### src/shared/rtchp_pkg.sv
/*
  Constants, field positions and pin bundles for the calendar clock host port.
  Assumes a single 100 MHz clock domain; all pin groups arrive unsynchronised.
*/
package rtchp_pkg;

  localparam int          CLK_MHZ        = 100;
  // power-loss lockout window, least figure in microseconds
  localparam int          LOCK_MIN_US    = 30;
  localparam int          LOCK_MAX_US    = 63;
  localparam int          LOCK_MIN_CYC   = LOCK_MIN_US * CLK_MHZ;
  localparam int          LOCK_MAX_CYC   = LOCK_MAX_US * CLK_MHZ;

  localparam int          SEL_W          = 5;
  localparam int          DATA_W         = 8;
  localparam int          PAGE_BYTES     = 31;

  // locations inside a page
  localparam logic [4:0]  ADDR_MAIN      = 5'h00;
  localparam logic [4:0]  ADDR_CTL_A     = 5'h01;
  localparam logic [4:0]  ADDR_CTL_B     = 5'h02;
  localparam logic [4:0]  ADDR_RT_MODE   = 5'h03;

  // main status register fields
  localparam int          MS_IRQ         = 0;
  localparam int          MS_SUPPLY_LOSS_N       = 1;
  localparam int          MS_PERIODIC    = 2;
  localparam int          MS_ALARM       = 3;
  localparam int          MS_BLOCK       = 6;
  localparam int          MS_PAGE        = 7;
  localparam logic [7:0]  MS_W1C_MASK    = 8'h0E;

  // interrupt control fields (control block 1)
  localparam int          IC0_PERIODIC   = 0;
  localparam int          IC0_ALARM      = 1;
  localparam int          IC1_SUPPLY_LOSS_N      = 7;
  // real-time mode fields (control block 1)
  localparam int          RTM_XSEL_LO    = 0;
  localparam int          RTM_MFO_OSC    = 3;
  localparam logic [2:0]  XSEL_FIRST     = 3'h1;
  localparam logic [2:0]  XSEL_LAST      = 3'h4;
  localparam logic [7:0]  CTL_RESET      = 8'h00;

  typedef struct packed {
    logic              cs_n;
    logic              rd_n;
    logic              wr_n;
    logic [SEL_W-1:0]  register_select_lines;
    logic [DATA_W-1:0] data;
  } rtchp_pins_t;

  typedef struct packed {
    logic supply_loss_n;
    logic battery_standby;
    logic crystal_input;
  } rtchp_power_t;

endpackage : rtchp_pkg

### src/rtchp_host_port.sv
/*
  Host parallel port of a battery-backed calendar clock: strobe decode,
  power-loss lockout, paged storage, interrupt flags, irq and multi-function pins.
  Assumes pins are asynchronous to clk; event inputs come from clk-domain logic.
*/
// What this block does
// read active while select and read low
// write active while select and store low
// lockout ignores strobes, running access finishes
// select lines pick location, ignored in lockout
// data floats when supply lost, no write
// lockout after 30 to 63 us; code adds lockout_extra_cycles unchecked, so up to about 718 us
// single supply: system ties supply-loss high
// irq on enabled timing or power event
// irq open-drain level, cleared writing one
// multi-function out: irq or oscillator
// push-pull normally, open-drain in standby
// periodic, alarm, power-fail masks and status
// oscillator runs with power and valid select
// two 31-byte pages plus common status
// page 0 clock functions, page 1 scratch
// block bit picks control register block
// controls in block 1, status block 0
// host enables source by writing one
// write captured at end of access
// data driven only during read access
`timescale 1ns/1ps
module rtchp_host_port
  import rtchp_pkg::*;
#(
  parameter int LOCK_CYCLES = rtchp_pkg::LOCK_MIN_CYC
) (
  input  wire logic                 clk,
  input  wire logic                 rst,
  input  wire logic                 ce,
  input  wire rtchp_pkg::rtchp_pins_t  host_pins,
  input  wire rtchp_pkg::rtchp_power_t power_pins,
  input  wire logic [15:0]          lockout_extra_cycles,
  input  wire logic                 periodic_evt,
  input  wire logic                 alarm_evt,
  output logic [7:0]                host_data_lines_o,
  output logic                      host_data_lines_oe,
  output logic                      irq_out_n_o,
  output logic                      irq_out_n_oe,
  output logic                      multi_function_out_o,
  output logic                      multi_function_out_oe,
  output logic                      crystal_output,
  output logic                      osc_run,
  output logic                      host_lockout
);

  if (LOCK_CYCLES < LOCK_MIN_CYC || LOCK_CYCLES > LOCK_MAX_CYC) begin : g_bad_lock
    $error("LOCK_CYCLES outside the lockout window");
  end

  rtchp_pins_t  pins_s;
  rtchp_power_t pwr_s;

  rtchp_sync #(.WIDTH($bits(rtchp_pins_t)), .INIT({3'b111, 13'h0000})) u_pin_sync (
    .clk  (clk),
    .rst  (rst),
    .ce   (ce),
    .din  (host_pins),
    .dout (pins_s)
  );

  rtchp_sync #(.WIDTH($bits(rtchp_power_t)), .INIT(3'b100)) u_pwr_sync (
    .clk  (clk),
    .rst  (rst),
    .ce   (ce),
    .din  (power_pins),
    .dout (pwr_s)
  );

  wire       pf_low     = ~pwr_s.supply_loss_n;
  wire [4:0] sel        = pins_s.register_select_lines;
  // read strobe qualify
  wire       rd_req     = ~pins_s.cs_n & ~pins_s.rd_n;
  // write strobe qualify
  wire       wr_req     = ~pins_s.cs_n & ~pins_s.wr_n;

  logic        acc_rd;
  logic        acc_wr;
  logic [4:0]  wr_sel;
  logic [7:0]  wr_data;
  logic [16:0] lock_cnt;
  logic [7:0]  main_ctl;
  logic [3:1]  flags;
  logic [7:0]  ic0;
  logic [7:0]  ic1;
  logic [7:0]  rt_mode;
  logic [7:0]  store [2][PAGE_BYTES];

  // new accesses refused in lockout, running one continues
  wire next_acc_rd = rd_req & (acc_rd | ~host_lockout);
  wire next_acc_wr = wr_req & (acc_wr | ~host_lockout);
  // commit when the write access ends
  wire wr_commit   = acc_wr & ~next_acc_wr;

  wire [16:0] lock_limit = 17'(LOCK_CYCLES) + {1'b0, lockout_extra_cycles};

  wire page   = main_ctl[MS_PAGE];
  wire block  = main_ctl[MS_BLOCK];
  // location zero is common to both pages
  wire at_main = (wr_sel == ADDR_MAIN);
  // control overlay only on page 0, picked by block bit
  wire ctl_hit = ~page & block & (wr_sel >= ADDR_CTL_A) & (wr_sel <= ADDR_RT_MODE);
  wire [4:0] wr_idx = wr_sel - 5'h01;

  // masks gate the three sources
  wire [3:1] enables = {ic0[IC0_ALARM], ic0[IC0_PERIODIC], ic1[IC1_SUPPLY_LOSS_N]};
  // pending when an enabled source has fired
  wire irq_pend = |(flags & enables);

  wire [7:0] main_rd = {main_ctl[7:6], 2'b00, flags, irq_pend};
  wire [2:0] xsel    = rt_mode[RTM_XSEL_LO +: 3];
  wire [4:0] rd_idx  = sel - 5'h01;
  logic [7:0] rd_mux;

  // select lines steer read location
  // status in block 0, controls in block 1
  always_comb begin
    rd_mux = store[page][rd_idx];
    if (sel == ADDR_MAIN) begin
      rd_mux = main_rd;
    end else if (!page && !block && sel == ADDR_CTL_A) begin
      rd_mux = {6'h00, flags[MS_ALARM], flags[MS_PERIODIC]};
    end else if (!page && !block && sel == ADDR_CTL_B) begin
      rd_mux = {6'h00, host_lockout, flags[MS_SUPPLY_LOSS_N]};
    end else if (!page && block && sel == ADDR_CTL_A) begin
      rd_mux = ic0;
    end else if (!page && block && sel == ADDR_CTL_B) begin
      rd_mux = ic1;
    end else if (!page && block && sel == ADDR_RT_MODE) begin
      rd_mux = rt_mode;
    end
  end

  // access tracking and capture of the last address and data
  always_ff @(posedge clk or posedge rst) begin
    if (rst) begin
      acc_rd  <= 1'b0;
      acc_wr  <= 1'b0;
      wr_sel  <= 5'h00;
      wr_data <= 8'h00;
      host_data_lines_o <= 8'h00;
    end else if (ce) begin
      acc_rd <= next_acc_rd;
      acc_wr <= next_acc_wr;
      if (next_acc_wr) begin
        wr_sel  <= sel;
        wr_data <= pins_s.data;
      end
      host_data_lines_o <= rd_mux;
    end
  end

  // lockout after the programmed supply-loss delay
  always_ff @(posedge clk or posedge rst) begin
    if (rst) begin
      lock_cnt     <= 17'h00000;
      host_lockout <= 1'b0;
    end else if (ce) begin
      if (!pf_low) begin
        lock_cnt     <= 17'h00000;
        host_lockout <= 1'b0;
      end else if (!host_lockout) begin
        lock_cnt     <= lock_cnt + 17'h00001;
        host_lockout <= (lock_cnt == lock_limit - 17'h00001);
      end
    end
  end

  // flags are sticky, written one clears, a new event wins
  always_ff @(posedge clk or posedge rst) begin
    if (rst) begin
      flags <= 3'b000;
    end else if (ce) begin
      flags[MS_SUPPLY_LOSS_N]    <= (pf_low & ~host_lockout & (lock_cnt == lock_limit - 17'h00001))
                          | (flags[MS_SUPPLY_LOSS_N] & ~(wr_commit & at_main & wr_data[MS_SUPPLY_LOSS_N]));
      flags[MS_PERIODIC] <= periodic_evt
                          | (flags[MS_PERIODIC] & ~(wr_commit & at_main & wr_data[MS_PERIODIC]));
      flags[MS_ALARM]    <= alarm_evt
                          | (flags[MS_ALARM] & ~(wr_commit & at_main & wr_data[MS_ALARM]));
    end
  end

  // host enables sources through control block 1
  always_ff @(posedge clk or posedge rst) begin
    if (rst) begin
      main_ctl <= CTL_RESET;
      ic0      <= CTL_RESET;
      ic1      <= CTL_RESET;
      rt_mode  <= CTL_RESET;
    end else if (ce && wr_commit) begin
      if (at_main) begin
        main_ctl <= wr_data & ~MS_W1C_MASK & 8'hC0;
      end else if (ctl_hit && wr_sel == ADDR_CTL_A) begin
        ic0 <= wr_data;
      end else if (ctl_hit && wr_sel == ADDR_CTL_B) begin
        ic1 <= wr_data;
      end else if (ctl_hit) begin
        rt_mode <= wr_data;
      end
    end
  end

  // page 0 and scratch page 1 storage, no reset
  always_ff @(posedge clk) begin
    if (ce && wr_commit && !at_main && !ctl_hit) begin
      store[page][wr_idx] <= wr_data;
    end
  end

  // oscillator gate
  assign osc_run = pwr_s.supply_loss_n & (xsel >= XSEL_FIRST) & (xsel <= XSEL_LAST);

  always_ff @(posedge clk or posedge rst) begin
    if (rst) begin
      crystal_output <= 1'b0;
    end else if (ce) begin
      crystal_output <= osc_run & ~pwr_s.crystal_input;
    end
  end

  // drive only in a read with supply present
  assign host_data_lines_oe = acc_rd & ~pf_low;

  // open-drain: pulled low while pending
  assign irq_out_n_o  = 1'b0;
  assign irq_out_n_oe = irq_pend;

  // multi-function source select
  wire mfo_val = rt_mode[RTM_MFO_OSC] ? crystal_output : irq_pend;
  // push-pull, or open-drain in battery standby
  assign multi_function_out_o  = pwr_s.battery_standby ? 1'b0 : mfo_val;
  assign multi_function_out_oe = pwr_s.battery_standby ? ~mfo_val : 1'b1;
endmodule : rtchp_host_port

### src/rtchp_sync.sv
/*
  Two-stage synchroniser for a bundle of pin levels.
  Assumes the first stage is read by the second stage only.
*/
`timescale 1ns/1ps
module rtchp_sync #(
  parameter int          WIDTH = 1,
  parameter logic [WIDTH-1:0] INIT = '0
) (
  input  wire logic             clk,
  input  wire logic             rst,
  input  wire logic             ce,
  input  wire logic [WIDTH-1:0] din,
  output logic      [WIDTH-1:0] dout
);

  logic [WIDTH-1:0] stage1;

  always_ff @(posedge clk or posedge rst) begin
    if (rst) begin
      stage1 <= INIT;
      dout   <= INIT;
    end else if (ce) begin
      stage1 <= din;
      dout   <= stage1;
    end
  end

endmodule : rtchp_sync

### config.mk
export PLATFORM = sky130hd
export DESIGN_NAME = rtchp_host_port
export DESIGN_NICKNAME = d
export VERILOG_FILES = /design/src/shared/rtchp_pkg.sv /design/src/rtchp_host_port.sv /design/src/rtchp_sync.sv
export SDC_FILE = /design/constraint.sdc
export NUM_CORES = 1
export LEC_CHECK = 0
export BUFFER_PORTS_ARGS = -buffer_cell sky130_fd_sc_hd__buf_2
export CORE_ASPECT_RATIO = 1.4
export CORE_MARGIN = 4
export CORE_UTILIZATION = 60
export DETAILED_ROUTE_END_ITERATION = 12
export GPL_TIMING_DRIVEN = 0
export PLACE_DENSITY_LB_ADDON = 0.1
export SETUP_SLACK_MARGIN = 0.02
export SLEW_MARGIN = 20
export SYNTH_ARGS = -nofsm -noshare
export SYNTH_HDL_FRONTEND = slang
export SYNTH_SLANG_ARGS = --single-unit
### constraint.sdc
create_clock -name clk -period 9.5 [get_ports clk]
set_input_delay 0.95 -clock clk [delete_from_list [all_inputs] [get_ports clk]]
set_output_delay 0.95 -clock clk [all_outputs]
set_load 0.005 [all_outputs]
==> out/qor.tcl <==
set qor(ys_ff_latch) 605
set qor(min_period_over_period_pct) 52.7
set qor(outcome) {finished, final reports clean}
set qor(port_buffers) 54
set qor(synthMostInstantiatedCell) {edfxtp_1}
set qor(detail_route.wl_per_cell_um) 28.2
set qor(worstSetupEndpointType) {register}
set qor(detail_route.vias_per_cell) 6.41
set qor(power_leakage_nw) 9.54
set qor(clockRootBuffer) {clkbuf_16}
set qor(xor_xnor_fraction_of_synth_area_pct) 1.61
set qor(synth_common_cells) {496 x edfxtp_1, 132 x mux4_2, 107 x nor2_1}
set qor(ff2ff_path_depth) 12
set qor(fp.dieW_um) 181
set qor(syn_inst) 1395
set qor(grt_pass1_vias) 13800
set qor(grt_max_degree) 76
set qor(fin_cells) 2098
set qor(synth_simple_gate_area_share_pct) 5.56
set qor(syn-mean-instance-area_um2) 17.9
set qor(worstPathRequired_ns) 10.00
set qor(reg2reg_slack_ns) 4.50
set qor(detail_route.iter0.violations) 1365
set qor(power.density_cell_area_mw_per_mm2) 261
set qor(cells_traversed_along_the_worst_timing_path) {buf_4, buf_4, inv_1, buf_1, ha_1, buf_2, clkbuf_1, clkbuf_1, nor3_1, nor4_1, o21ai_0, a21oi_1}
set qor(grt_antenna_before_repair) 0
set qor(synthesized_area_fraction_occupied_by_ao_oa_aoi_and_oai_cells_pct) 3.39
set qor(grt.busiest_layer) {met2}
set qor(initial_utilization_pct) 60.7
set qor(met1_usage_pct) 34.3
set qor(final_cell_area_mm2) 0.0279
set qor(placed_area_mm2) 0.0261
set qor(dp_hpwl_um) 40500
set qor(synthesis.nets) 1441
set qor(gp_routability_congestion) 0.936
set qor(vdd_drop_max_v) 0.000219
set qor(place_inst) 1996
set qor(setup_slack_ns) 4.50
set qor(grt.total_usage_pct) 26.7
set qor(antenna_left) 0
set qor(layout-area-overhead-vs-synth_pct) 11.7
set qor(startpoint) {u_pin_sync.dout[8]}
set qor(worstPathMaxFanout) 11
set qor(finalMaxSlewViolations) 0
set qor(relSlewSlack_pct) 23.0
set qor(tritoncts.num_buffers) 55
set qor(timing.setup.tns_ns) 0
set qor(design.final.nets) 1559
set qor(drc_errors) 0
set qor(clkTransAtPathRegs_ns) 0.07
set qor(vias) 13400
set qor(yosysSeqAreaShare_pct) 70.5
set qor(cp_slowest_stage_delay_ns) 0.73
set qor(final-hold-violation-count) 0
set qor(gr-total-overflow) 0
set qor(routed_wl_um) 59100
set qor(synth_top_family_by_area) {multiplexers}
set qor(timing.final.setup_violations) 0
set qor(arithmetic_cell_share_of_the_synthesized_area_counting_full_adders_half_adders_and_majority_gates_pct) 0.300
set qor(worst_setup_path_start_kind) {register}
set qor(met3_usage_in_global_routing_pct) 4.13
set qor(rsz_0062_raised_after_global_routing) {false}
set qor(yosys.cell_types.count) 67
set qor(worst_hold_slack_ns) 0.356
set qor(slowest_stage) {clkbuf_1}
set qor(fp.coreArea_mm2) 0.0412
set qor(ctsHtreeMaxLevel) 2
set qor(tritoncts) {yes}
set qor(timing.rr.end) {host_data_lines_o[1]}
set qor(timing.clock.skew_ns) 0.0290
set qor(synth-edff-count) 496
set qor(cts_hold_repair.buffers) 0
set qor(path_class) {reg2reg}
set qor(die_outline_area_mm2) 0.0450
set qor(clock_insertion_delay_worst_skew_ns) 0.60
set qor(worst-slew-pin-transition_ns) 1.15
set qor(std_cell_rows) 88
set qor(async_flop_share_pct) 18.0
set qor(antenna_cells) 0
set qor(fmaxAchievable_mhz) 200
set qor(top_cell_type_s_share_of_synthesized_area_pct) 59.6
set qor(post_synth_mux_area_share_pct) 16.7
set qor(drive_above_1_share_pct) 26.6
set qor(ioPinCount) 56
set qor(die-height_um) 250
set qor(cts.path.max_buffers) 3
set qor(synth_top_cells_by_area) {edfxtp_1 60%, mux4_2 12%, dfrtp_1 10%}
set qor(worstHoldPathType) {in2async}
set qor(drt_first_pass_iters) 7
set qor(r2r_start) {u_pin_sync.dout[8]}
set qor(worst-endpoint-arrival_ns) 5.50
set qor(design_power_total_mw) 7.28
set qor(final_util_pct) 67.8
set qor(pre_cts_slack_ns) 4.52
set qor(grt_util_met2_pct) 46.5
set qor(yosysTopAreaCell) {edfxtp_1}
set qor(synth.cell_area_mm2) 0.0250
set qor(yosys_most_used_dff) {edfxtp_1}
set qor(cap_viol_max_count) 0
set qor(final.min_clock_period_ns) 5.00
set qor(cts.sinks) 605
set qor(wire_length_of_the_first_global_routing_pass_um) 89300
set qor(synthesis_warning_total) 0
set qor(cts_setup_buffers) 0
set qor(cts_repair_resize_count) 0
## how the worst max path moves through the flow
stage | end | slack, ns | cells past startpoint
floorplan | acc_rd | 5.69 | 1
global placement | lock_cnt[14] | 4.45 | 2
detailed placement | host_data_lines_o[1] | 4.52 | 12
CTS | host_data_lines_o[1] | 4.47 | 12
global route | host_data_lines_o[1] | 4.38 | 12
finish | host_data_lines_o[1] | 4.50 | 12
## layout by cell type (no fill, tap or decap), types with 21 or more instances in the layout
cell,instances
edfxtp_1,496
mux4_2,132
nor2_1,107
dfrtp_1,93
mux2_2,74
nand2_1,71
buf_2,63
clkbuf_16,55
mux2i_1,37
clkbuf_1,35
xnor2_1,22
xor2_1,21
## sequential cells by signal, indices dropped and copies added (netlist names), 5 cells and up
signal	flops
host_data_lines_o	8
ic0	8
ic1	8
lock_cnt	17
rt_mode	8
store	496
u_pin_sync.dout	16
u_pin_sync.stage1	16
wr_data	8
wr_sel	5
## worst max-delay path, delay by kind of cell (launching register included)
| family | cells | cell delay [ns] |
|---|---|---|
| simple gates | 2 | 0.68 |
| fa+ha+maj | 1 | 0.42 |
| flops | 1 | 0.41 |
| buf+inv | 7 | 2.98 |
| compound gates | 2 | 0.38 |
## kinds of logic after synthesis
group	after synthesis
flip-flops	605
multiplexers	243
buffers and inverters	84
AND/OR/NAND/NOR	292
adder cells (fa/ha/maj)	6
AO/OA/AOI/OAI	119
XOR/XNOR	45
other	1
## routing by layer
layer	part of all wire, %	up-vias
li1	-	5812
met1	37	6895
met2	52	611
met3	7.2	124
met4	4.2	0
met5	0	-
## area by class of cell
type                    count  area (um2)
flip-flops and latches    605       17600
fillers                  2779       13300
multi-input cells         706        6900
clock buffers              67        1450
well taps                 540         676
repair buffers             61         433
plain buffers              67         407
clock inverters            35         330
inverters                  17        68.8
## report_power, final
group / switching, mW / leakage [nW] / internal (mW)
clock network: 0.965 / 0.869 / 1.23
logic: 0.911 / 2.84 / 0.675
registers: 0.252 / 5.83 / 3.25
total: 2.13 / 9.54 / 5.15
(Power assumes the default switching activity.)
